[src/low_io_pkg.sv]
// Package: offsets, field layouts and reset values of the low bit-accessible I/O region
package low_io_pkg;
    localparam int unsigned   DATA_W             = 8;
    localparam int unsigned   IO_ADDR_W          = 6;
    localparam int unsigned   MEM_ADDR_W         = 7;
    localparam int unsigned   REG_COUNT          = 32;
    localparam logic [6:0]    DATA_SPACE_OFFSET  = 7'h20;
    localparam logic [5:0]    BIT_SPACE_LAST     = 6'h1f;
    localparam logic [7:0]    RESET_VALUE        = 8'h00;

    localparam logic [4:0]    ADC_CONTROL_B      = 5'h04;
    localparam logic [4:0]    ADC_CONTROL_A      = 5'h05;
    localparam logic [4:0]    CONV_RESULT_LOW    = 5'h06;
    localparam logic [4:0]    CONV_RESULT_HIGH   = 5'h07;
    localparam logic [4:0]    CONV_REF_GAIN_SEL  = 5'h08;
    localparam logic [4:0]    CONV_CHANNEL_SEL   = 5'h09;
    localparam logic [4:0]    COMP0_CONTROL_A    = 5'h0a;
    localparam logic [4:0]    COMP0_CONTROL_B    = 5'h0b;
    localparam logic [4:0]    COMP1_CONTROL_A    = 5'h0c;
    localparam logic [4:0]    COMP1_CONTROL_B    = 5'h0d;
    localparam logic [4:0]    TIMER1_EVENT_FLAGS = 5'h0e;
    localparam logic [4:0]    TIMER1_EVENT_EN    = 5'h0f;
    localparam logic [4:0]    TIMER2_EVENT_FLAGS = 5'h10;
    localparam logic [4:0]    TIMER2_EVENT_EN    = 5'h11;
    localparam logic [4:0]    PIN_CHANGE_MASK0   = 5'h12;
    localparam logic [4:0]    GP_STORE_0         = 5'h13;
    localparam logic [4:0]    GP_STORE_1         = 5'h14;
    localparam logic [4:0]    GP_STORE_2         = 5'h15;
    localparam logic [4:0]    PORT_B_INPUT       = 5'h16;
    localparam logic [4:0]    PORT_A_INPUT       = 5'h19;
    localparam logic [4:0]    PORT_A_DIRECTION   = 5'h1a;
    localparam logic [4:0]    PORT_A_OUTPUT      = 5'h1b;
    localparam logic [4:0]    NVM_CONTROL        = 5'h1c;
    localparam logic [4:0]    NVM_DATA_BYTE      = 5'h1d;
    localparam logic [4:0]    NVM_ADDRESS_LOW    = 5'h1e;
    localparam logic [4:0]    NVM_ADDRESS_HIGH   = 5'h1f;

    // Per-address masks: writable bits, write-one-to-clear flag bits, hardware-fed bits
    // Listed from address 0x1f down to 0x00, eight addresses a row
    localparam logic [255:0]  WRITABLE_MASKS     = {
        8'hff, 8'hff, 8'hff, 8'h3f, 8'hff, 8'hff, 8'h00, 8'h00,
        8'h00, 8'h0f, 8'hff, 8'hff, 8'hff, 8'hff, 8'h27, 8'h27,
        8'h27, 8'h27, 8'hd4, 8'hdf, 8'hdf, 8'hdf, 8'h3f, 8'he3,
        8'h00, 8'h00, 8'hff, 8'h0f, 8'h00, 8'h00, 8'h00, 8'h00};
    localparam logic [255:0]  W1C_MASKS          = {
        8'h00, 8'h00, 8'h00, 8'h00, 8'h00, 8'h00, 8'h00, 8'h00,
        8'h00, 8'h00, 8'h00, 8'h00, 8'h00, 8'h00, 8'h00, 8'h27,
        8'h00, 8'h27, 8'h00, 8'h10, 8'h00, 8'h10, 8'h00, 8'h00,
        8'h00, 8'h00, 8'h10, 8'h00, 8'h00, 8'h00, 8'h00, 8'h00};
    localparam logic [255:0]  HW_MASKS           = {
        8'h00, 8'h00, 8'h00, 8'h00, 8'h00, 8'h00, 8'hff, 8'h00,
        8'h00, 8'h0f, 8'h00, 8'h00, 8'h00, 8'h00, 8'h00, 8'h00,
        8'h00, 8'h00, 8'h00, 8'h20, 8'h00, 8'h20, 8'h00, 8'h00,
        8'hff, 8'hff, 8'h00, 8'h00, 8'h00, 8'h00, 8'h00, 8'h00};

    typedef enum logic [3:0] {
        OP_IDLE  = 4'b0001,
        OP_READ  = 4'b0010,
        OP_WRITE = 4'b0100,
        OP_BIT   = 4'b1000
    } op_e;
endpackage : low_io_pkg

[src/io_bit_cell.sv]
// One register byte of the region: plain write, flag clear, bit set/clear and hardware update
`timescale 1ns/1ps
module io_bit_cell #(
    parameter logic [7:0] WR_MASK  = 8'h00,
    parameter logic [7:0] W1C_MASK = 8'h00,
    parameter logic [7:0] HW_MASK  = 8'h00
) (
    input  wire logic       i_clk,
    input  wire logic       i_sys_rst,
    input  wire logic       i_byte_we,
    input  wire logic [7:0] i_byte_data,
    input  wire logic       i_bit_we,
    input  wire logic [2:0] i_bit_sel,
    input  wire logic       i_bit_val,
    input  wire logic [7:0] i_hw_set,
    input  wire logic [7:0] i_hw_level,
    output logic      [7:0] o_value
);
    typedef struct packed {
        logic [7:0] value;
    } cell_s;

    cell_s cell_q;
    cell_s cell_d;
    logic [7:0] sel_onehot;

    always_comb begin
        cell_d     = cell_q;
        sel_onehot = 8'h01 << i_bit_sel;
        if (i_byte_we) begin
            cell_d.value = (cell_q.value & ~WR_MASK)
                         | (i_byte_data & WR_MASK & ~W1C_MASK);
            // Flags drop only where a one is written
            cell_d.value = cell_d.value | (cell_q.value & W1C_MASK & ~i_byte_data);
        end else if (i_bit_we && (sel_onehot & WR_MASK) != 8'h00) begin
            // Only the addressed bit moves; other pending flags stay untouched
            if ((sel_onehot & W1C_MASK) != 8'h00) begin
                if (i_bit_val) begin
                    cell_d.value = cell_q.value & ~sel_onehot;
                end
            end else if (i_bit_val) begin
                cell_d.value = cell_q.value | sel_onehot;
            end else begin
                cell_d.value = cell_q.value & ~sel_onehot;
            end
        end
        // Hardware events win over a clear in the same cycle
        cell_d.value = cell_d.value | (i_hw_set & W1C_MASK);
        cell_d.value = (cell_d.value & ~HW_MASK) | (i_hw_level & HW_MASK & ~W1C_MASK)
                     | (cell_d.value & HW_MASK & W1C_MASK);
    end

    always_ff @(posedge i_clk or posedge i_sys_rst) begin
        if (i_sys_rst) begin
            cell_q <= '{value: 8'h00};
        end else begin
            cell_q <= cell_d;
        end
    end

    assign o_value = cell_q.value;
endmodule : io_bit_cell

[src/low_io_bit_access_space.sv]
// Top: low 32-byte I/O region with byte access, single-bit set/clear and bit test
//
// Summary of operation
// - Addresses 0x00-0x1F take single-bit set and clear; higher addresses refuse them.
// - The core can test one bit of a low register to decide a skip.
// - Status flags clear when written with one; writing zero leaves them.
// - Bit set or clear changes only the addressed bit, preserving other flags.
`timescale 1ns/1ps
module low_io_bit_access_space (
    input  wire logic        i_clk,
    input  wire logic        i_sys_rst,
    input  wire logic        i_io_rd,
    input  wire logic        i_io_wr,
    input  wire logic [5:0]  i_io_addr,
    input  wire logic        i_mem_rd,
    input  wire logic        i_mem_wr,
    input  wire logic [6:0]  i_mem_addr,
    input  wire logic [7:0]  i_wdata,
    input  wire logic        i_set_single_io_bit,
    input  wire logic        i_clear_single_io_bit,
    input  wire logic        i_skip_if_io_bit_one,
    input  wire logic        i_skip_if_io_bit_zero,
    input  wire logic [2:0]  i_bit_sel,
    input  wire logic [7:0]  i_port_b_pins,
    input  wire logic [7:0]  i_port_a_pins,
    input  wire logic [15:0] i_conversion_result,
    input  wire logic [7:0]  i_timer1_events,
    input  wire logic [7:0]  i_timer2_events,
    input  wire logic        i_comparator0_event,
    input  wire logic        i_comparator1_event,
    input  wire logic        i_conversion_done,
    input  wire logic [1:0]  i_comparator_outputs,
    output logic      [7:0]  o_rdata,
    output logic             o_rvalid,
    output logic             o_skip,
    output logic             o_bit_refused,
    output logic      [7:0]  o_port_a_direction,
    output logic      [7:0]  o_port_a_output_values
);
    typedef low_io_pkg::op_e op_state_t;
    typedef struct packed {
        logic [7:0] rdata;
        logic       rvalid;
        logic       skip;
        logic       bit_refused;
        op_state_t  op;
        logic [7:0] dir;
        logic [7:0] outv;
    } top_s;

    top_s top_q;
    top_s top_d;

    logic [7:0]  regs [0:31];
    logic [4:0]  sel_addr;
    logic        addr_ok;
    logic        is_rd;
    logic        is_wr;
    logic        bit_op;
    logic        bit_tst;
    logic [6:0]  mem_off;
    logic [7:0]  hw_set  [0:31];
    logic [7:0]  hw_lvl  [0:31];

    // Data-space path maps onto the same storage, offset by 0x20
    always_comb begin
        mem_off = i_mem_addr - low_io_pkg::DATA_SPACE_OFFSET;
        bit_op  = i_set_single_io_bit | i_clear_single_io_bit;
        bit_tst = i_skip_if_io_bit_one | i_skip_if_io_bit_zero;
        is_rd   = 1'b0;
        is_wr   = 1'b0;
        addr_ok = 1'b0;
        sel_addr = i_io_addr[4:0];
        if (i_io_rd | i_io_wr | bit_op | bit_tst) begin
            addr_ok = (i_io_addr <= low_io_pkg::BIT_SPACE_LAST);
            is_rd   = i_io_rd;
            is_wr   = i_io_wr;
        end else if (i_mem_rd | i_mem_wr) begin
            sel_addr = mem_off[4:0];
            addr_ok  = (i_mem_addr >= low_io_pkg::DATA_SPACE_OFFSET)
                     && (mem_off[6:5] == 2'b00);
            is_rd    = i_mem_rd;
            is_wr    = i_mem_wr;
        end
    end

    always_comb begin
        for (int i = 0; i < 32; i++) begin
            hw_set[i] = 8'h00;
            hw_lvl[i] = 8'h00;
        end
        hw_set[low_io_pkg::TIMER1_EVENT_FLAGS] = i_timer1_events;
        hw_set[low_io_pkg::TIMER2_EVENT_FLAGS] = i_timer2_events;
        hw_set[low_io_pkg::ADC_CONTROL_A]      = {3'h0, i_conversion_done, 4'h0};
        hw_set[low_io_pkg::COMP0_CONTROL_A]    = {3'h0, i_comparator0_event, 4'h0};
        hw_set[low_io_pkg::COMP1_CONTROL_A]    = {3'h0, i_comparator1_event, 4'h0};
        hw_lvl[low_io_pkg::CONV_RESULT_LOW]    = i_conversion_result[7:0];
        hw_lvl[low_io_pkg::CONV_RESULT_HIGH]   = i_conversion_result[15:8];
        hw_lvl[low_io_pkg::PORT_B_INPUT]       = {4'h0, i_port_b_pins[3:0]};
        hw_lvl[low_io_pkg::PORT_A_INPUT]       = i_port_a_pins;
        hw_lvl[low_io_pkg::COMP0_CONTROL_A]    = {2'h0, i_comparator_outputs[0], 5'h00};
        hw_lvl[low_io_pkg::COMP1_CONTROL_A]    = {2'h0, i_comparator_outputs[1], 5'h00};
    end

    genvar g;
    generate
        for (g = 0; g < 32; g++) begin : g_cell
            io_bit_cell #(
                .WR_MASK  (low_io_pkg::WRITABLE_MASKS[g*8 +: 8]),
                .W1C_MASK (low_io_pkg::W1C_MASKS[g*8 +: 8]),
                .HW_MASK  (low_io_pkg::HW_MASKS[g*8 +: 8])
            ) u_cell (
                .i_clk       (i_clk),
                .i_sys_rst   (i_sys_rst),
                .i_byte_we   (is_wr && addr_ok && sel_addr == g),
                .i_byte_data (i_wdata),
                .i_bit_we    (bit_op && addr_ok && sel_addr == g),
                .i_bit_sel   (i_bit_sel),
                .i_bit_val   (i_set_single_io_bit),
                .i_hw_set    (hw_set[g]),
                .i_hw_level  (hw_lvl[g]),
                .o_value     (regs[g])
            );
        end
    endgenerate

    always_comb begin
        top_d        = top_q;
        top_d.rvalid = 1'b0;
        top_d.skip   = 1'b0;
        top_d.bit_refused = 1'b0;
        top_d.op     = low_io_pkg::OP_IDLE;
        top_d.dir    = regs[low_io_pkg::PORT_A_DIRECTION];
        top_d.outv   = regs[low_io_pkg::PORT_A_OUTPUT];
        case (1'b1)
            bit_tst: begin
                top_d.op = low_io_pkg::OP_BIT;
                if (addr_ok) begin
                    // Skip when the chosen bit matches the tested sense
                    top_d.skip = i_skip_if_io_bit_one ? regs[sel_addr][i_bit_sel]
                                                      : ~regs[sel_addr][i_bit_sel];
                end else begin
                    top_d.bit_refused = 1'b1;
                end
            end
            bit_op: begin
                top_d.op = low_io_pkg::OP_BIT;
                top_d.bit_refused = ~addr_ok;
            end
            is_rd: begin
                top_d.op     = low_io_pkg::OP_READ;
                top_d.rvalid = 1'b1;
                top_d.rdata  = addr_ok ? regs[sel_addr] : 8'h00;
            end
            is_wr: begin
                top_d.op = low_io_pkg::OP_WRITE;
            end
            default: begin
                top_d.op = low_io_pkg::OP_IDLE;
            end
        endcase
    end

    always_ff @(posedge i_clk or posedge i_sys_rst) begin
        if (i_sys_rst) begin
            top_q <= '{rdata: 8'h00, rvalid: 1'b0, skip: 1'b0, bit_refused: 1'b0,
                       op: low_io_pkg::OP_IDLE, dir: 8'h00, outv: 8'h00};
        end else begin
            top_q <= top_d;
        end
    end

    assign o_rdata                = top_q.rdata;
    assign o_rvalid               = top_q.rvalid;
    assign o_skip                 = top_q.skip;
    assign o_bit_refused          = top_q.bit_refused;
    assign o_port_a_direction     = top_q.dir;
    assign o_port_a_output_values = top_q.outv;
endmodule : low_io_bit_access_space

[config.mk]
export PLATFORM = sky130hd
export DESIGN_NAME = low_io_bit_access_space
export DESIGN_NICKNAME = d
export VERILOG_FILES = /design/src/low_io_pkg.sv /design/src/io_bit_cell.sv /design/src/low_io_bit_access_space.sv
export SDC_FILE = /design/constraint.sdc
export NUM_CORES = 1
export LEC_CHECK = 0
export BUFFER_PORTS_ARGS = -buffer_cell sky130_fd_sc_hd__buf_2
export CAP_MARGIN = 30
export CORE_ASPECT_RATIO = 0.75
export CORE_MARGIN = 2
export CORE_UTILIZATION = 30
export DETAILED_ROUTE_END_ITERATION = 16
export GPL_ROUTABILITY_DRIVEN = 0
export PLACE_DENSITY = 0.56
export SYNTH_ARGS = -nofsm -noshare
export SYNTH_HDL_FRONTEND = slang
export SYNTH_SLANG_ARGS = --single-unit
[constraint.sdc]
create_clock -name i_clk -period 16.73 [get_ports i_clk]
set_input_delay 2.5095 -clock i_clk [delete_from_list [all_inputs] [get_ports i_clk]]
set_output_delay 2.5095 -clock i_clk [all_outputs]
set_load 0.005 [all_outputs]
==> reports/metrics.yaml, run 1 <==
detailed_routing:
  ant_nets: 0
  dr_total_vias: 10500
  detail_route.wirelength_um: 45900
  wl_per_cell_um: 25.5
  drt-initial-drc-count: 1324
  route.detailed.drc: 0
  viasPerCell: 5.86
  drt_pass1_iterations: 6
cells_and_area:
  nNetsFinal: 1355
  final_cell_count_no_fill: 1798
  drive_gt1_share_pct: 21.1
  syn2layout_area_growth_pct: 15.0
synthesis:
  synth_ff_type: "dfrtp_1"
  yosysUniqueCellTypes: 74
  postSynthCellCount: 1211
  syn_area_sq_um: 11800
  synth_edf_count: 0
  async_flop_share_pct: 100
  synth-seq-cells: 235
  postSynthAreaPerCell_sq_um: 9.77
  seq_area_frac_synth_pct: 49.7
  ys_warn_count: 0
  syn_nets: 1298
sta:
  max_freq_mhz: 149
  finalWorstSetupSlack_ns: 10.02
  fin_worst_skew_ns: 0.0124
  fin_crit_ns: 6.71
  rsz0062_at_grt: "no"
  max_slew_margin_pct: 22.4
  max_slew.worst_pin.slew_ns: 1.16
  hold_violations: 0
  setup_violations: 0
  hold_ws_ns: 0.374
  drv_slew: 0
  fin_crit_sh_pct: 40.1
  fin_setup_tns_ns: 0
clocking:
  clock_latency_ns: 0.55
  root_buffer: "clkbuf_16"
  postCtsHoldBufs: 0
  cts_htree_levels: 1
  clock-sinks: 235
  clock_path_buffers: 3
  ctsResizeCount: 0
  cts_buffers: 26
  cts.reportedPaths.clkPinSlew_ns: 0.06
  cts_setup_buffers: 0
  cts_tree: "done"
grt:
  grt_max_degree: 115
  antenna_found_initial: 1
  grt_pass1_wl_um: 67200
  grt_usage_pct: 22.1
  overflow: 0
  first_global_vias: 10100
placement:
  hpwl_um: 32200
  portBuffers: 101
  placed_cells: 1751
  dp_slack_ns: 9.67
power:
  leakage_uw: 0.00606
  peakVddDrop_mv: 0.0708
  totalPowerFinal_uw: 1440
  power.density_nw_per_um2: 106
floorplanning:
  core_area_sq_um: 38600
  die_w_um: 233
  fp.dieH_um: 176
  row_count: 62
  pin_count: 114
  start_util_pct: 30.7
  dieArea_sq_um: 41100
worst_setup_path:
  required_ns: 17.20
  rrSetupSlack_ns: 14.17
  critPathMaxFanout: 60
  arrival_ns: 7.18
  crit_type: "in -> reg"
  crit_path_end_kind: "register"
  start_kind: "primary input"
run:
  max_cap_violations: 0
run_status:
  status: "completed"
min_path:
  hold_path.class: "reg -> reg"
## report_power, final
group	total [uW]	switching [uW]	internal [uW]
Clock	579	238	341
Sequential	658	37.7	620
Combinational	208	132	76.3
## path summary, 6_finish.rpt
path,start,to,depth (start not counted)
max in group asynchronous,i_sys_rst,async pin,3
min,g_cell[15].u_cell.o_value[4],g_cell[15].u_cell.o_value[4],0
min reg2reg,g_cell[15].u_cell.o_value[4],g_cell[15].u_cell.o_value[4],0
min in group asynchronous,i_sys_rst,g_cell[7].u_cell.o_value[6],2
max reg2reg,g_cell[12].u_cell.o_value[3],o_skip,8
max,i_set_single_io_bit,o_skip,12
## metrics by stage
stage	utilization (%)	instance area, sq um
after floorplan	-	11800
after CTS	35.3	13600
after global routing	35.3	13600
after global placement	33.0	12700
final	35.3	13600
after detailed placement	33.0	12700
## synth_stat cells (all sizes together) (4+ instances only)
master,instances,area share [%]
a222oi,5,0.42
and2,5,0.29
a221oi,4,0.35
nand2b,9,0.48
a22o,8,0.59
buf,30,1.6
a22oi,13,0.82
a2111oi,8,0.76
or2,9,0.48
mux2,53,5.0
nand4,8,0.42
clkbuf,69,2.2
nor4,7,0.60
nand2,143,4.6
o21a,7,0.44
inv,7,0.22
nor2b,7,0.37
a21oi,83,3.5
o31ai,7,0.57
nand3,46,1.9
a211oi,9,0.57
mux4,10,1.9
nor2,137,4.4
a31oi,9,0.48
o22ai,59,3.2
dfrtp,235,50
a21o,11,0.70
o311ai,6,0.44
nor3,23,1.1
a32oi,4,0.30
o21ai,81,3.4
mux2i,52,4.4
a221o,10,0.85
## placed cells by master, fill, tap and decap left out, drive strengths merged, types with 13 or more instances in the layout
cell | netlist | layout
dfrtp | 235 | 235
a21oi | 83 | 83
o21ai | 81 | 81
buf | 30 | 127
nor2 | 137 | 137
nand2 | 143 | 143
nor3 | 23 | 23
a22oi | 13 | 13
o22ai | 59 | 59
mux2i | 52 | 52
mux2 | 53 | 53
clkbuf | 69 | 42
nand3 | 46 | 46
## routing by layer
layer	part of all wire, %	vias up	GRT usage (%)
met5	0	-	0
met4	3.6	0	7.14
met3	12	120	6.85
met2	40	709	29.9
met1	44	5157	33.0
li1	-	4543	-
## critical path: stages
cell and delay [ns]:
buf_2 0.09, buf_4 0.32, or4_1 0.82, o31ai_2 0.61, nand2_1 0.70, a222oi_1 0.49
a21oi_1 0.22, and3b_1 0.24, o211ai_1 0.53, o21ai_1 0.17, nor3_2 0.25, mux2i_1 0.21
## cells by family after synthesis
| kind of cell | Yosys count | synth area share [%] |
|---|---|---|
| AOI/OAI and AO/OA | 350 | 19.6 |
| buffers and inverters | 106 | 3.99 |
| DFF | 235 | 49.7 |
| muxes | 115 | 11.3 |
| and+or+nand+nor | 405 | 15.4 |
## cell type report
class	instances	area (sq um)
Multi-Input combinational cell	870	5490
Sequential cell	235	5880
Clock inverter	4	51.3
Fill cell	3911	25000
Antenna cell	1	2.50
Clock buffer	41	798
Inverter	7	33.8
Timing Repair Buffer	128	704
Tap cell	512	641
Power figures use the tool's default switching activity.
==> run 2: changes to the inputs <==
--- a/config.mk
+++ b/config.mk
@@ -5,6 +5,7 @@
 export SDC_FILE = /design/constraint.sdc
 export NUM_CORES = 1
 export LEC_CHECK = 0
+export ABC_AREA = 1
 export BUFFER_PORTS_ARGS = -buffer_cell sky130_fd_sc_hd__buf_2
 export CAP_MARGIN = 30
 export CORE_ASPECT_RATIO = 0.75
==> constraint.sdc (replaced) <==
create_clock -name i_clk -period 6.5 [get_ports i_clk]
set_input_delay 0.975 -clock i_clk [delete_from_list [all_inputs] [get_ports i_clk]]
set_output_delay 0.975 -clock i_clk [all_outputs]
set_load 0.005 [all_outputs]
==> run 2 against run 1 <==
  * Sequential share of layout area fell by 3.5 points
  * Clock power rose to 2.6 times the previous value
  * Die area rose by 9.8%
  * Non-clock buffer count fell by 9
  * Final cell count rose by 35%
  * Worst hold slack got worse by 0.0020 ns
  * First-iteration DRC count rose by 5.0%
  * Synthesized cell count rose by 47%
  * Critical path type unchanged
  * Largest cell class unchanged
  * Highest routed layer unchanged
==> reports/metrics.yaml, run 2 <==
power:
  p_seq_share_pct: 44.1  # was 45.5%
  peakVddDrop_mv: 0.179  # was 0.0708 mV
  p_switching_uw: 1230  # was 407 uW
  p_int_uw: 2830  # was 1040 uW
  pwr-share-clk_pct: 37.4  # was 40.1%
  leakage_uw: 0.00727  # was 0.00606 uW
  p_comb_share_pct: 18.5  # was 14.4%
  p_sw_share_pct: 30.3  # was 28.2%
  power.density_nw_per_um2: 274  # was 106 nW/um^2
sta:
  max_slew.worst_pin.slew_ns: 1.07  # was 1.16 ns
  max_slew_margin_pct: 27.7  # was 22.4%
  max_freq_mhz: 240
  fin_worst_skew_ns: 0.0127  # was 0.0124 ns
  rsz0062_at_grt: "no"  # unchanged
  fin_crit_ns: 4.16
  fin_setup_tns_ns: 0  # unchanged
  fin_crit_sh_pct: 64.1
  hold_violations: 0  # unchanged
  drv_slew: 0  # unchanged
  setup_violations: 0  # unchanged
synthesis:
  synth-seq-cells: 235  # unchanged
  syn_nets: 1867  # was 1298
  synth_area_leaders: "dfrtp_1, nand2_1, inv_1"  # was dfrtp_1, mux2_2, nand2_1
  ys_top_cells_by_count: "nand2_1, inv_1, dfrtp_1"  # was dfrtp_1, nand2_1, nor2_1
  syn_area_sq_um: 13000  # was 11800 sq um
  yosysMostFrequentCell: "nand2_1"  # was dfrtp_1
  yosysUniqueCellTypes: 50  # was 74
  synth_ff_type: "dfrtp_1"  # unchanged
  ys_warn_count: 0  # unchanged
  postSynthAreaPerCell_sq_um: 7.31  # was 9.77 sq um
  postSynthCellCount: 1780  # was 1211
  seq_area_frac_synth_pct: 45.2  # was 49.7%
  synth_edf_count: 0  # unchanged
  yosysTopAreaCell: "dfrtp_1"  # unchanged
  async_flop_share_pct: 100  # unchanged
  yosys.area.top_type_share_pct: 45.2  # was 49.7%
worst_setup_path:
  required_ns: 6.94  # was 17.20 ns
  critPathMaxFanout: 34  # was 60
  crit_path_end_kind: "register"  # unchanged
  arrival_ns: 4.60  # was 7.18 ns
  crit_type: "in -> reg"  # unchanged
  start_kind: "primary input"  # unchanged
run_status:
  status: "completed"  # unchanged
detailed_routing:
  wl_per_cell_um: 19.2  # was 25.5 um
  route.detailed.drc: 0  # unchanged
  detail_route.wirelength_um: 46600  # was 45900 um
  ant_nets: 0  # unchanged
  viasPerCell: 5.04  # was 5.86
  drt_pass1_iterations: 6  # unchanged
  drt-initial-drc-count: 1390  # was 1324
  dr_total_vias: 12300  # was 10500
floorplanning:
  dieArea_sq_um: 45100  # was 41100 sq um
  core_area_sq_um: 43100  # was 38600 sq um
  die_w_um: 245  # was 233 um
  row_count: 66  # was 62
  pin_count: 114  # unchanged
  start_util_pct: 30.2  # was 30.7%
  fp.dieH_um: 184  # was 176 um
placement:
  portBuffers: 101  # unchanged
  placed_cells: 2387  # was 1751
  hpwl_um: 33200  # was 32200 um
grt:
  first_global_vias: 11600  # was 10100
  overflow: 0  # unchanged
  grt_max_degree: 101  # was 115
  grt_usage_pct: 20.7  # was 22.1%
  antenna_found_initial: 0  # was 1
  grt_pass1_wl_um: 70800  # was 67200 um
cells_and_area:
  layout_commonest_cell: "nand2_1"  # was dfrtp_1
  final_cell_mix: "nand2_1, inv_1, dfrtp_1"  # was dfrtp_1, nand2_1, nor2_1
  final_cell_count_no_fill: 2431  # was 1798
  syn2layout_area_growth_pct: 13.7  # was 15.0%
  drive_gt1_share_pct: 13.4  # was 21.1%
  nNetsFinal: 1923  # was 1355
clocking:
  cts.reportedPaths.clkPinSlew_ns: 0.06  # about the same
  clock_latency_ns: 0.56  # was 0.55 ns
  clock_path_buffers: 3  # unchanged
  cts_tree: "done"  # unchanged
  cts_htree_levels: 1  # unchanged
  root_buffer: "clkbuf_16"  # unchanged
  cts_buffers: 25  # was 26
  cts_setup_buffers: 0  # unchanged
  postCtsHoldBufs: 0  # unchanged
  clock-sinks: 235  # unchanged
  ctsResizeCount: 0  # unchanged
run:
  max_cap_violations: 0  # unchanged
min_path:
  hold_path.class: "reg -> reg"  # unchanged
## run 2: final cells by class
class                   instances  area, sq um
diodes                          1         2.50
inverters                     257          973
flip-flops and latches        235         5880
repair buffers                119          663
clock buffers                  35          733
clock inverters                 8          119
multi-input cells            1198         5700
well taps                     578          723
fillers                      4645        28300
## run 2: routing by layer
metal	vias to the layer above	part of all wire, %	track usage [%]
met5	-	0	0
met4	0	2.9	6.00
met3	91	12	6.76
met2	570	39	28.2
met1	5859	46	30.8
li1	5734	-	-
## run 2: metrics by stage
stage | area (sq um) | hold WS (ns) | total power (uW) | utilization [%] | worst slack, ns
5_1_grt | 14800 | 0.381 | 4270 | 34.3 | 2.25
3_3_place_gp | 13900 | 0.361 | 2540 | 32.3 | 2.01
6_report | 14800 | 0.372 | 4060 | 34.3 | 2.34
2_1_floorplan | 13000 | 0.354 | 2280 | - | 2.45
3_5_place_dp | 13900 | 0.360 | 2550 | 32.3 | 1.95
4_1_cts | 14800 | 0.377 | 4080 | 34.3 | 2.51
## run 2: critical path, cell delays in order
cell,delay (ns)
buf_2,0.25
nor2_4,0.22
nand3_4,0.17
o21ai_4,0.67
buf_12,0.31
nand2_8,0.15
nor2_4,0.18
inv_2,0.04
nor2_1,0.71
nand2_1,0.45
a211oi_1,0.34
a21oi_1,0.07
## run 2: cell families (layout without fill, tap and decap cells)
kind of cell | count (synthesis) | count (layout) | synth area share [%]
and+or+nand+nor | 860 | 860 | 28.3
DFF | 235 | 235 | 45.2
muxes | 6 | 6 | 0.461
AOI/OAI and AO/OA | 332 | 332 | 15.0
buffers and inverters | 347 | 419 | 11.1
other | 0 | 1 | 0
## run 2: power groups by stage
stage	Combinational, uW	Clock [uW]	Sequential, uW
4_1_cts	745	1540	1790
3_3_place_gp	731	0	1810
5_1_grt	852	1610	1810
6_report	752	1520	1790
3_5_place_dp	741	0	1810
2_1_floorplan	499	0	1780
## run 2: path summary, 6_finish.rpt
check | start | endpoint | slack (ns) | cells past startpoint
hold reg to reg | g_cell[28].u_cell.o_value[6] | g_cell[28].u_cell.o_value[6] | 0.37 | 0
min in group asynchronous | i_sys_rst | g_cell[25].u_cell.o_value[2] | 0.57 | 2
max in group asynchronous | i_sys_rst | g_cell[7].u_cell.o_value[0] | 4.68 | 3
hold / removal | g_cell[28].u_cell.o_value[6] | g_cell[28].u_cell.o_value[6] | 0.37 | 0
setup / recovery | i_set_single_io_bit | register | 2.34 | 12
setup reg to reg | register | o_skip | 4.59 | 13
